**src/rtl/hub_core_pkg.sv**
```systemverilog
/*
 * Shared types and constants of the hub control core: LED timing, port strapping,
 * routing modes, descriptor-load limits and the grouped signal structs.
 * Assumes a 20 MHz core clock; all counts are derived from that rate.
 */
package hub_core_pkg;

    // ************************************************************
    // Timing
    // ************************************************************
    localparam int unsigned CLK_HZ = 20_000_000;
    localparam int unsigned LED_DARK_MS = 100;
    localparam int unsigned LED_DARK_CYC = (CLK_HZ / 1000) * LED_DARK_MS;
    localparam int unsigned ENUM_BLINK_MS = 20;
    localparam int unsigned ENUM_BLINK_CYC = (CLK_HZ / 1000) * ENUM_BLINK_MS;
    localparam int unsigned ENUM_PERIOD_MS = 500;
    localparam int unsigned ENUM_PERIOD_CYC = (CLK_HZ / 1000) * ENUM_PERIOD_MS;
    localparam int unsigned TIMER_W = 24;

    // ************************************************************
    // Ports and buffers
    // ************************************************************
    localparam int unsigned NUM_PORTS = 4;
    localparam logic [2:0] MIN_PORTS = 3'h2;
    localparam int unsigned TT_DEPTH = 64;
    localparam int unsigned TT_AW = 6;
    localparam int unsigned DESC_MAX_BYTES = 256;
    localparam int unsigned DESC_CNT_W = 9;
    localparam logic [8:0] DESC_LIMIT = 9'h100;

    typedef enum logic [1:0] {
        ROUTE_FS_HUB = 2'h0,
        ROUTE_HS_REP = 2'h1,
        ROUTE_MINI_HOST = 2'h3
    } route_t;

    // Split-transaction translator states, Gray-coded along the usual path.
    typedef enum logic [1:0] {
        TT_IDLE = 2'h0,
        TT_FILL = 2'h1,
        TT_HOLD = 2'h3,
        TT_DRAIN = 2'h2
    } tt_state_t;

    typedef struct packed {
        logic configured;
        logic enumerating;
        logic suspended;
        logic transaction;
    } hub_status_t;

    typedef struct packed {
        logic valid;
        logic split;
        logic dir_in;
        logic last;
        logic [7:0] data;
    } tt_beat_t;

endpackage : hub_core_pkg

```
**src/rtl/tt_buffer_mem.sv**
```systemverilog
/*
 * Translator buffer storage: single-port write, registered read.
 * Assumes the caller keeps addresses in range and sequences reads and writes.
 */
`timescale 1ns/1ps
`default_nettype none
module tt_buffer_mem (
    // Clock
    input wire logic clk,
    // Write side
    input wire logic wr_en,
    input wire logic [hub_core_pkg::TT_AW-1:0] wr_addr,
    input wire logic [7:0] wr_data,
    // Read side
    input wire logic [hub_core_pkg::TT_AW-1:0] rd_addr,
    output logic [7:0] rd_data
);
    import hub_core_pkg::*;

    logic [7:0] mem_q [TT_DEPTH];

    always_ff @(posedge clk) begin
        if (wr_en) begin
            mem_q[wr_addr] <= wr_data;
        end
        rd_data <= mem_q[rd_addr];
    end
endmodule : tt_buffer_mem
`default_nettype wire

```
**src/rtl/pin_sync3.sv**
```systemverilog
/*
 * Three-stage input synchroniser; a change is accepted when stages two and three agree.
 * Assumes the input is asynchronous to clk.
 */
`timescale 1ns/1ps
`default_nettype none
module pin_sync3 #(
    parameter int unsigned W = 1
) (
    // Clock and reset
    input wire logic clk,
    input wire logic rst_n,
    // Data
    input wire logic [W-1:0] async_in,
    output logic [W-1:0] sync_out
);
    typedef struct packed {
        logic [W-1:0] s1;
        logic [W-1:0] s2;
        logic [W-1:0] s3;
        logic [W-1:0] out;
    } sync_state_t;

    sync_state_t st_q;
    sync_state_t st_d;

    always_comb begin
        st_d = st_q;
        st_d.s1 = async_in;
        st_d.s2 = st_q.s1;
        st_d.s3 = st_q.s2;
        for (int i = 0; i < W; i++) begin
            if (st_q.s2[i] == st_q.s3[i]) begin
                st_d.out[i] = st_q.s3[i];
            end
        end
    end

    always_ff @(posedge clk or negedge rst_n) begin
        if (!rst_n) begin
            st_q <= '0;
        end else begin
            st_q <= st_d;
        end
    end

    assign sync_out = st_q.out;
endmodule : pin_sync3
`default_nettype wire

```
**src/rtl/usb_hub_core_control.sv**
```systemverilog
/*
 * Control core of a four-port hub: traffic LED, port strapping, routing selection,
 * translator buffering of split traffic, port-change reporting and descriptor-load count.
 * Assumes the packet engine and transceivers deliver decoded events on the clk domain;
 * strap pins are asynchronous and pass through three-stage synchronisers.
 */
// What the hub does; and are done by other blocks, not this one
// LED stays dark while the hub is neither configured nor enumerating.
// When configured, each host transaction darkens the LED for 100 ms.
// LED is dark whenever the hub is suspended.
// During enumeration the LED lights in short momentary pulses.
// Ports 1 and 2 are always present.
// Port 3 or 4 with both data lines strapped high is disabled.
// Board disables unused ports from port 4 downward only.
// Enabled-port count is reported in the port-count field.
// Signalling goes to mini-host, full/low repeater or high-speed repeater by topology.
// Inbound split data accumulates in buffers until required length.
// Outbound split data drains downstream paced to full/low bandwidth.
// Buffers are used only for split traffic.
// At high speed the mini-host originates all downstream full/low tokens.
// Responses are held until the matching complete-split finishes.
// Repeaters pass packet and resume signalling packet by packet.
// A full-speed upstream makes the hub a plain full/low hub.
// Any status change on an enabled port is reported on the interrupt endpoint.
// Packet engine handles sync, stuffing, CRC, PID, address, handshakes.
// Receive data is sampled with a clock recovered from the stream.
// Descriptor data loads over the two-wire bus from memory or controller.
// Descriptor transfers stop counting beyond 256 bytes.
// Reset returns unconfigured, dark LED, flushed buffers.
`timescale 1ns/1ps
`default_nettype none
module usb_hub_core_control (
    // Clock and reset
    input wire logic clk,
    input wire logic rst_n,
    // Hub state from the packet engine
    input wire hub_core_pkg::hub_status_t hub_status,
    input wire logic upstream_high_speed,
    input wire logic downstream_low_full,
    input wire logic resume_seen,
    // Strap pins
    input wire logic [3:0] downstream_plus_line,
    input wire logic [3:0] downstream_minus_line,
    // Port status changes
    input wire logic [3:0] port_change,
    input wire logic change_report_taken,
    // Split traffic
    input wire hub_core_pkg::tt_beat_t tt_in,
    output logic tt_in_ready,
    input wire logic complete_split_done,
    input wire logic fs_slot_tick,
    input wire logic out_ready,
    output hub_core_pkg::tt_beat_t tt_out,
    input wire logic [hub_core_pkg::TT_AW-1:0] split_length,
    // Descriptor load
    input wire logic desc_byte_valid,
    input wire logic desc_xfer_start,
    output logic desc_byte_accept,
    output logic [hub_core_pkg::DESC_CNT_W-1:0] desc_count,
    // Indicators and results
    output logic traffic_led_n,
    output logic [3:0] port_enable,
    output logic [2:0] port_count_field,
    output hub_core_pkg::route_t route_sel,
    output logic mini_host_tokens,
    output logic resume_forward,
    output logic tt_collect_ready,
    output logic [4:0] change_bitmap,
    output logic change_pending
);
    import hub_core_pkg::*;

    // ************************************************************
    // State
    // ************************************************************
    typedef struct packed {
        logic led_on;
        logic [TIMER_W-1:0] dark_cnt;
        logic [TIMER_W-1:0] enum_cnt;
        logic [3:0] port_en;
        logic [2:0] port_cnt;
        route_t route;
        logic resume;
        tt_state_t tt_state;
        logic [TT_AW-1:0] wr_ptr;
        logic [TT_AW-1:0] rd_ptr;
        logic [TT_AW-1:0] fill;
        logic out_valid;
        logic out_dir_in;
        logic [4:0] changes;
        logic [DESC_CNT_W-1:0] desc_cnt;
    } core_state_t;

    core_state_t st_q;
    core_state_t st_d;

    logic [3:0] dp_sync;
    logic [3:0] dm_sync;
    logic [7:0] mem_rd_data;
    logic mem_wr;
    logic [TT_AW-1:0] mem_rd_addr;

    // ************************************************************
    // Helpers
    // ************************************************************
    function automatic logic [2:0] count_ports(input logic [3:0] en);
        logic [2:0] n;
        n = 3'h0;
        for (int i = 0; i < NUM_PORTS; i++) begin
            n = n + {2'h0, en[i]};
        end
        return n;
    endfunction : count_ports

    function automatic logic [TIMER_W-1:0] dec_sat(input logic [TIMER_W-1:0] v);
        return (v == '0) ? '0 : v - {{(TIMER_W-1){1'b0}}, 1'b1};
    endfunction : dec_sat

    // ************************************************************
    // Strap synchronisers
    // ************************************************************
    pin_sync3 #(
        .W(4)
    ) u_sync_dp (
        .clk(clk),
        .rst_n(rst_n),
        .async_in(downstream_plus_line),
        .sync_out(dp_sync)
    );

    pin_sync3 #(
        .W(4)
    ) u_sync_dm (
        .clk(clk),
        .rst_n(rst_n),
        .async_in(downstream_minus_line),
        .sync_out(dm_sync)
    );

    // ************************************************************
    // Translator buffer
    // ************************************************************
    assign mem_wr = tt_in.valid && tt_in.split && tt_in_ready;
    // While a byte stands on the output, re-read its own address so the data holds.
    assign mem_rd_addr = st_q.out_valid ? (st_q.rd_ptr - 1'b1) : st_q.rd_ptr;

    tt_buffer_mem u_tt_mem (
        .clk(clk),
        .wr_en(mem_wr),
        .wr_addr(st_q.wr_ptr),
        .wr_data(tt_in.data),
        .rd_addr(mem_rd_addr),
        .rd_data(mem_rd_data)
    );

    // ************************************************************
    // Next state
    // ************************************************************
    always_comb begin
        logic [3:0] strap_en;
        logic drain_fire;
        strap_en = 4'h0;
        drain_fire = 1'b0;
        st_d = st_q;

        // Traffic indicator. Suspend overrides everything, unconfigured and not enumerating keeps it dark.
        st_d.dark_cnt = dec_sat(st_q.dark_cnt);
        st_d.enum_cnt = dec_sat(st_q.enum_cnt);
        if (hub_status.suspended) begin
            st_d.led_on = 1'b0;
            st_d.dark_cnt = '0;
        end else if (hub_status.configured) begin
            if (hub_status.transaction) begin
                st_d.dark_cnt = TIMER_W'(LED_DARK_CYC);
            end
            st_d.led_on = (st_d.dark_cnt == '0);
        end else if (hub_status.enumerating) begin
            if (st_q.enum_cnt == '0) begin
                st_d.enum_cnt = TIMER_W'(ENUM_PERIOD_CYC);
            end
            // Lit only during the first short slice of each period.
            st_d.led_on = (st_d.enum_cnt > TIMER_W'(ENUM_PERIOD_CYC - ENUM_BLINK_CYC));
        end else begin
            st_d.led_on = 1'b0;
            st_d.enum_cnt = '0;
        end

        // Port strapping: ports 1 and 2 cannot be removed.
        for (int i = 0; i < NUM_PORTS; i++) begin
            strap_en[i] = !(dp_sync[i] && dm_sync[i]);
        end
        strap_en[1:0] = 2'h3;
        // A gap in the strapping truncates at the first disabled port.
        if (!strap_en[2]) begin
            strap_en[3] = 1'b0;
        end
        st_d.port_en = strap_en;
        st_d.port_cnt = count_ports(strap_en);

        // Routing by upstream topology.
        if (!upstream_high_speed) begin
            st_d.route = ROUTE_FS_HUB;
        end else if (downstream_low_full) begin
            st_d.route = ROUTE_MINI_HOST;
        end else begin
            st_d.route = ROUTE_HS_REP;
        end
        st_d.resume = resume_seen;

        // Port status change bitmap, bit 0 is the hub itself. Set wins over clear.
        if (change_report_taken) begin
            st_d.changes = 5'h0;
        end
        st_d.changes[4:1] = st_d.changes[4:1] | (port_change & st_q.port_en);

        // Translator: split beats fill, others bypass.
        drain_fire = st_q.out_valid && out_ready;
        if (drain_fire) begin
            st_d.out_valid = 1'b0;
        end
        case (st_q.tt_state)
            TT_IDLE: begin
                st_d.wr_ptr = '0;
                st_d.rd_ptr = '0;
                st_d.fill = '0;
                if (mem_wr) begin
                    st_d.wr_ptr = st_q.wr_ptr + 1'b1;
                    st_d.fill = st_q.fill + 1'b1;
                    st_d.out_dir_in = tt_in.dir_in;
                    st_d.tt_state = TT_FILL;
                end
            end
            TT_FILL: begin
                if (mem_wr) begin
                    st_d.wr_ptr = st_q.wr_ptr + 1'b1;
                    st_d.fill = st_q.fill + 1'b1;
                end
                if (mem_wr && (tt_in.last || st_d.fill >= split_length)) begin
                    st_d.tt_state = st_q.out_dir_in ? TT_HOLD : TT_DRAIN;
                end
            end
            TT_HOLD: begin
                // Held until the complete-split ends, then released.
                if (complete_split_done) begin
                    st_d.tt_state = TT_DRAIN;
                end
            end
            TT_DRAIN: begin
                // One byte per full/low slot until the buffer is empty.
                if (fs_slot_tick && !st_d.out_valid && st_q.rd_ptr != st_q.wr_ptr) begin
                    st_d.out_valid = 1'b1;
                    st_d.rd_ptr = st_q.rd_ptr + 1'b1;
                end
                if (st_q.rd_ptr == st_q.wr_ptr && !st_q.out_valid) begin
                    st_d.tt_state = TT_IDLE;
                    // Flushed here so a split beat in the very next cycle starts at zero.
                    st_d.wr_ptr = '0;
                    st_d.rd_ptr = '0;
                    st_d.fill = '0;
                end
            end
            default: begin
                st_d.tt_state = TT_IDLE;
            end
        endcase

        // Descriptor load byte count, saturating at the limit.
        if (desc_xfer_start) begin
            st_d.desc_cnt = '0;
        end else if (desc_byte_valid && st_q.desc_cnt < DESC_LIMIT) begin
            st_d.desc_cnt = st_q.desc_cnt + 1'b1;
        end
    end

    always_ff @(posedge clk or negedge rst_n) begin
        if (!rst_n) begin
            st_q <= '0;
        end else begin
            st_q <= st_d;
        end
    end

    // ************************************************************
    // Outputs
    // ************************************************************
    // Buffer accepts split beats only when idle or filling; non-split traffic never waits.
    assign tt_in_ready = !tt_in.split ||
        (st_q.tt_state == TT_IDLE) || (st_q.tt_state == TT_FILL);
    assign tt_out = '{valid: st_q.out_valid, split: 1'b1, dir_in: st_q.out_dir_in,
        last: (st_q.rd_ptr == st_q.wr_ptr), data: mem_rd_data};
    assign tt_collect_ready = (st_q.tt_state == TT_HOLD);
    assign traffic_led_n = !st_q.led_on;
    assign port_enable = st_q.port_en;
    assign port_count_field = (st_q.port_cnt < MIN_PORTS) ? MIN_PORTS : st_q.port_cnt;
    assign route_sel = st_q.route;
    assign mini_host_tokens = (st_q.route == ROUTE_MINI_HOST);
    assign resume_forward = st_q.resume && (st_q.route != ROUTE_MINI_HOST);
    assign change_bitmap = st_q.changes;
    assign change_pending = |st_q.changes;
    assign desc_byte_accept = desc_byte_valid && (st_q.desc_cnt < DESC_LIMIT);
    assign desc_count = st_q.desc_cnt;

endmodule : usb_hub_core_control
`default_nettype wire

```
**config.mk**
```make
export PLATFORM = sky130hd
export DESIGN_NAME = usb_hub_core_control
export DESIGN_NICKNAME = d
export VERILOG_FILES = /design/src/rtl/hub_core_pkg.sv /design/src/rtl/tt_buffer_mem.sv /design/src/rtl/pin_sync3.sv /design/src/rtl/usb_hub_core_control.sv
export SDC_FILE = /design/constraint.sdc
export NUM_CORES = 1
export LEC_CHECK = 0
export ABC_AREA = 1
export BUFFER_PORTS_ARGS = -buffer_cell sky130_fd_sc_hd__buf_2
export CORE_ASPECT_RATIO = 0.75
export CORE_MARGIN = 8
export CORE_UTILIZATION = 45
export DETAILED_ROUTE_END_ITERATION = 7
export SYNTH_ARGS = -nofsm -noshare
export SYNTH_HDL_FRONTEND = slang
export SYNTH_SLANG_ARGS = --single-unit
```
**constraint.sdc**
```tcl
create_clock -name clk -period 3.35 [get_ports clk]
set_input_delay 0.67 -clock clk [delete_from_list [all_inputs] [get_ports clk]]
set_output_delay 0.67 -clock clk [all_outputs]
set_load 0.005 [all_outputs]
```
==> results of run 1 <==
## metal layers
| metal | vias to the layer above | part of all wire (%) | GRT usage [%] |
|---|---|---|---|
| li1 | 8661 | - | - |
| met1 | 9072 | 45 | 28.00 |
| met2 | 633 | 45 | 31.24 |
| met3 | 102 | 7.7 | 3.984 |
| met4 | 0 | 2.6 | 5.859 |
| met5 | - | 0 | 0 |
## worst min-delay path by stage
| stage | end | cells after the start |
|---|---|---|
| final | desc_count[5] | 1 |
| after floorplan | u_sync_dm.st_d[6] | 0 |
| after detailed placement | u_sync_dp.st_d[7] | 0 |
| after global routing | desc_count[5] | 1 |
| after CTS | desc_count[3] | 1 |
| after global placement | u_sync_dp.st_d[7] | 0 |
## critical path: stages, from the launching register on
cell     delay [ps]
dfrtp_1         420
inv_1           110
ha_1            170
nor2_1           70
nand2_1          70
nand3_1          80
inv_1            80
buf_4           240
nand2_1         450
nor2_1          850
## sequential cells by signal, summed over array words and instances (netlist names)
register	flops
u_sync_dm.st_d	4
u_sync_dp.st_q	2
route_sel	2
port_enable	2
tt_out	2
u_sync_dm.st_q	2
change_bitmap	4
u_sync_dp.sync_out	2
st_q	73
u_sync_dp.st_d	4
u_sync_dm.sync_out	2
u_tt_mem.mem_q	512
u_tt_mem.rd_data	8
desc_count	9
## final cells by class
class	count	share of cell area, %
Clock buffer	74	5.189
Clock inverter	40	1.702
Inverter	140	1.752
Multi-Input combinational cell	1460	24.34
Sequential cell	628	60.08
Tap cell	790	3.256
Timing Repair Buffer	162	3.685
## cells in the final DEF (no fill, tap or decap), types with 17 or more instances in the layout
cell type / instances
dfrtp_1: 108
o22ai_1: 48
buf_2: 79
inv_1: 129
o211ai_1: 50
buf_4: 75
nand4_1: 24
a21oi_1: 21
nand3_1: 151
clkbuf_16: 61
o21ai_1: 17
nand2_1: 197
ha_1: 19
nor2_1: 481
edfxtp_1: 512
o221ai_1: 80
o21ai_0: 291
## cell usage after synthesis (3+ instances only)
cell type  number  area [µm²]
o21ai_1        17       85.08
nand3_2         3       30.03
a31oi_1         3       18.77
o22ai_1        48       300.3
o21ai_0       291        1456
clkbuf_1       39       146.4
nand4_1        24       150.1
o2111ai_1       4       35.03
ha_1           19       237.7
nand3_1       151       755.7
o21a_1          4       30.03
nor2_1        481        1805
buf_2          63       315.3
dfxtp_1         8       160.2
edfxtp_1      512       15370
maj3_1          4       40.04
nor2_2          4       25.02
inv_1         129       484.2
nor2_4          3       33.78
nand2_1       198       743.2
or2_2           3       18.77
o211ai_1       50       375.4
inv_2          10       37.54
a21boi_0        3       22.52
buf_4          35       262.8
o221ai_1       80       700.7
a21oi_1        21       105.1
nor3_1         12       60.06
xor2_1         14       122.6
dfrtp_1       108        2703
buf_6           4       45.04
## power groups by stage
stage	clock network (mW)	registers, mW	logic, mW
after floorplan	0	9.11	2.54
after global placement	0	9.20	3.54
after detailed placement	0	9.21	3.59
after CTS	7.34	9.05	3.61
after global routing	7.63	9.09	4.11
final	7.20	9.05	3.62
## metrics by stage
| step | utilization (%) | instances | worst slack [ps] |
|---|---|---|---|
| floorplan | - | 2370 | 457.2 |
| CTS | 51.49 | 3294 | 402.0 |
| finish | 51.49 | 3294 | 430.0 |
| global route | 51.49 | 3294 | 100.7 |
| detailed placement | 47.94 | 3180 | 374.5 |
| global placement | 47.94 | 3180 | 459.1 |
## logic make-up after synthesis
family | Yosys count
simple gates | 890
flops | 628
compound gates | 527
buf+inv | 282
fa+ha+maj | 23
xor+xnor | 16
other cells | 2
mux | 1
==> reports/summary.txt, run 1 <==
deepest clock path buffer count - 3
Worst R2R Setup Slack - 430 ps
Worst Setup EP - u_tt_mem.mem_q[7][6]
Avg Cell Area, Syn - 11.34 µm²
Max-cap violations - 0
complex-gate fraction of the synthesized area - 11.82%
Ports - 87
die area - 67880 µm²
Post-synth EDFFs - 512
DRC Markers - 0
design area - 30360 µm²
Hold Crit Class - input pin to async pin
Slew Limit Headroom - 13.34%
critical path capture point type - register
initial antenna violation count - 0
initial core utilization - 45.58%
diode count - 0
first-pass GRT wire length - 105.7 mm
Die Y - 227.6 µm
DR iter-0 viols - 1698
Syn Inst Count - 2369
largest family of logic cells by synthesized area - simple AND/OR/NAND/NOR gates
routed vias - 18470
Pint - 14.06 mW
worst skew pair latency - 650 ps
routed wire length - 68.52 mm
multiplexer share of the synthesized area - 0.04190%
pwr/cell area - 654.7 nW/µm²
Sum Neg Setup Slack - 0 ps
pins over their slew limit - 0
DR WL/cell - 20.80 µm
area of the multi-input gates - 7388 µm²
Clock Skew - 24.49 ps
RSZ-0062 raised after global routing - no
setup repair bufs after CTS - 0
RR Startpoint - st_q[34]
Switching Fraction - 29.27%
Post-Syn Area - 26870 µm²
Post-Synth XOR/XNOR Area - 0.5214%
Final Hold Vio Count - 0
H-tree depth - 2
Placeable Area - 58960 µm²
Setup crit start - st_q[34]
GRT Residual Overflow - 0
Final period util - 87.16%
Die W - 298.2 µm
total CTS buffers - 61
post-cts resize count - 0
crit path time final - 2920 ps
tightest hold margin - 11.99 ps
cts hold-fix bufs - 0
Seq cells post-synth - 628
GRT Resource Usage Total - 19.85%
combinational group share of total power - 18.2%
Reg power frac - 45.5%
final setup violating endpoints - 0
Most used DFF post-synth - edfxtp_1
clock slew at reported path FFs - 60 ps
Clk pwr share - 36.2%
CTS sink count - 628
FP Rows - 77
status - complete, no violations
Worst R2R Path Depth - 9
critical path required time - 3610 ps
Worst Setup Path Type - register to register
peak supply drop - 0.4728 mV
vias in the first global route - 18040
Sequential Area - 18240 µm²
DP HPWL - 41.59 mm
Async SR Flop Fraction - 17.20%
Achievable Freq - 0.3425 GHz
yosys warns - 0
vias per cell - 5.607
post-route antenna net violation count - 0
worst slew pin tran - 1300 ps
Worst R2R End - u_tt_mem.mem_q[7][6]
IO buf count - 80
CTS tree - built
detailed-router iteration count before antenna repair - 5
clock root cell - clkbuf_16
Crit path arrival time - 3180 ps
critical path startpoint category - register
Placed Area - 28260 µm²
total power - 19.88 mW
fillcell total - 5153
Sw Pwr - 5.818 mW
Post-layout nets - 2517
GPL Wtd Cong - 0.8691
Leakage - 11.04 nW
pin count of the biggest net entering global routing - 128
post-synthesis simple-gate area fraction - 13.86%
share of cells above drive strength 1 - 11.34%
adder-cell share of the synthesized area - 1.034%
register area share after synthesis - 67.86%
synth unique cells - 50
Critical Path Fanout Max - 22
area grow syn2layout - 12.96%
(Power assumes the default switching activity.)
==> run 2, diff against run 1 <==
CORE_ASPECT_RATIO = unset   (was 0.75)
==> run 2 against run 1 <==
Net effect: die area shrank 0.12%; wire length shrank 3.7%; design area grew 1.1%; critical endpoint is now st_q[35]; largest cell class unchanged; highest routed layer unchanged.
==> reports/summary.txt, run 2 (same netlist as run 1, synthesis figures left out) <==
status - complete, no violations (unchanged)
initial antenna violation count - 0 (unchanged)
total CTS buffers - 67 (was 61)
diode count - 0 (unchanged)
routed vias - 18480 (was 18470)
DRC Markers - 0 (unchanged)
critical path startpoint category - register (unchanged)
Ports - 87 (unchanged)
hold_sp - resume_seen
Die Y - 260.4 µm (was 227.6 µm)
FP Rows - 89 (was 77)
detailed-router iteration count before antenna repair - 5 (unchanged)
GRT Residual Overflow - 0 (unchanged)
GPL Wtd Cong - 0.8860 (was 0.8691)
Post-layout nets - 2530 (was 2517)
pwr/cell area - 667.6 nW/µm² (was 654.7 nW/µm²)
worst setup margin - 418.6 ps (was 430.0 ps)
cts hold-fix bufs - 1 (was 0)
commonest non-fill, non-tap cell in the layout - edfxtp_1 (unchanged)
pin count of the biggest net entering global routing - 143 (was 128)
most frequent cells in the layout - edfxtp_1, nor2_1, o21ai_0 (unchanged)
Crit path arrival time - 3450 ps (was 3180 ps)
vias per cell - 5.609 (was 5.607)
RSZ-0062 raised after global routing - no (unchanged)
Slew Limit Headroom - 15.25% (was 13.34%)
Cells after DPL - 3169 (was 3180)
Hold Crit Class - input pin to register (was input pin to async pin)
Achievable Freq - 0.3411 GHz (was 0.3425 GHz)
fin cells - 3294 (unchanged)
Final Hold Vio Count - 0 (unchanged)
Cell Chain, Critical Path - inv_1 > ha_1 > nor2_1 > nand2_1 > nand3_1 > inv_1 > buf_4 > nand2_1 > nand2_1 > ha_1 > a21boi_0 > o21ai_0 > a21boi_0 > o21a_1 > o21ai_0 > nand2_1 > nand2_1 > nand2_1 > o21ai_1 (was inv_1 > ha_1 > nor2_1 > nand2_1 > nand3_1 > inv_1 > buf_4 > nand2_1 > nor2_1)
max reg flops - 512 (unchanged)
share of cells above drive strength 1 - 12.18% (was 11.34%)
DR WL/cell - 20.03 µm (was 20.80 µm)
Die W - 260.4 µm (was 298.2 µm)
Max-cap violations - 0 (unchanged)
die area - 67800 µm² (was 67880 µm²)
critical path capture point type - register (unchanged)
crit path time final - 2931 ps (was 2920 ps)
Critical Path Fanout Max - 10 (was 22)
IO buf count - 80 (unchanged)
pins over their slew limit - 0 (unchanged)
vias in the first global route - 17960 (was 18040)
routed wire length - 65.99 mm (was 68.52 mm)
clock slew at reported path FFs - 60 ps (about the same)
CTS tree - built (unchanged)
deepest clock path buffer count - 3 (unchanged)
Setup crit start - st_q[35] (was st_q[34])
Crit path top cell by count - nand2_1
fillcell total - 5116 (was 5153)
Place WS - 421.2 ps (was 374.5 ps)
H-tree depth - 3 (was 2)
clock root cell - clkbuf_16 (unchanged)
utilization after layout - 51.99% (was 51.49%)
Worst Setup Path Type - register to register (unchanged)
largest register by flop count - u_tt_mem.mem_q (unchanged)
DR iter-0 viols - 1567 (was 1698)
DP HPWL - 39.96 mm (was 41.59 mm)
area grow syn2layout - 14.17% (was 12.96%)
RR Startpoint - st_q[35] (was st_q[34])
worst skew pair latency - 590 ps (was 650 ps)
Leakage - 11.23 nW (was 11.04 nW)
slowest stage delay, CP - 410 ps (was 850 ps)
Placeable Area - 59020 µm² (was 58960 µm²)
initial core utilization - 45.54% (was 45.58%)
post-route antenna net violation count - 0 (unchanged)
Clock Skew - 13.07 ps (was 24.49 ps)
post-cts resize count - 0 (unchanged)
first-pass GRT wire length - 101.8 mm (was 105.7 mm)
Bufs and invs on worst path - 3 (unchanged)
final setup violating endpoints - 0 (unchanged)
GRT Resource Usage Total - 19.22% (was 19.85%)
Sum Neg Setup Slack - 0 ps (unchanged)
worst slew pin tran - 1271 ps (was 1300 ps)
setup repair bufs after CTS - 0 (unchanged)
critical path required time - 3860 ps (was 3610 ps)
peak supply drop - 0.3914 mV (was 0.4728 mV)
tightest hold margin - 194.6 ps (was 11.99 ps)
Worst path slowest cell - dfrtp_1 (was nor2_1)
CTS sink count - 628 (unchanged)
Final period util - 87.51% (was 87.16%)
top cell family by delay on the critical path - compound AO/OA/AOI/OAI gates (was simple AND/OR/NAND/NOR gates)
[run 2: changes by cell type in the layout (fill, tap and decap cells not counted), sizes merged]
cell,delta
clkinv,-5
buf,+6
bufinv,-1
inv,+2
dlygate4sd3,+1
clkbuf,+14
[run 2: worst paths after layout]
path	end	slack (ps)	depth (start not counted)
setup / recovery	st_q[35]	420	19
hold / removal	st_q[36]	190	1
setup reg to reg	st_q[35]	420	19
hold reg to reg	u_sync_dm.st_d[6]	350	0
max in group asynchronous	u_sync_dm.st_q[6]	2080	3
min in group asynchronous	st_q[46]	420	2
[run 2: stage by stage]
step,power [mW],area (µm²)
CTS,20.66,30680
global placement,12.67,28280
finish,20.48,30680
floorplan,11.64,26880
detailed placement,12.74,28280
global route,21.45,30680
[run 2: worst reg2reg max path, cell delays in order, from the launching register on]
cell and delay, ps:
dfrtp_1 410, inv_1 90, ha_1 390, nor2_1 120, nand2_1 90, nand3_1 100, inv_1 110, buf_4 170
nand2_1 60, nand2_1 90, ha_1 230, a21boi_0 120, o21ai_0 130, a21boi_0 100, o21a_1 170, o21ai_0 150
nand2_1 70, nand2_1 130, nand2_1 60, o21ai_1 70
[run 2: final cells by class]
cell class	count	area, µm²	share of cell area [%]
sequential	628	18240	59.44
multi-input combinational	1460	7388	24.08
clock inverter	36	462.9	1.509
inverter	140	531.8	1.733
tap	773	967.2	3.152
clock buffer	88	1934	6.304
timing repair buffer	169	1161	3.784
[run 2: power breakdown]
| part | internal [mW] | total (mW) | leakage [nW] | switching [mW] |
|---|---|---|---|---|
| sequential | 8.76 | 9.02 | 6.08 | 0.268 |
| clock | 4.87 | 7.88 | 1.17 | 3.01 |
| combinational | 1.09 | 3.58 | 3.99 | 2.49 |
[run 2: metal layers]
layer  share of wire (%)  global-route usage [%]  vias to the layer above  wire (µm)
met3                 7.2                   3.168                       95       4779
met5                   0                       0                        -          0
met1                  44                   26.85                     9018      29110
li1                    -                       -                     8699          -
met2                  46                   30.61                      665      30560
met4                 2.3                   6.133                        0       1531
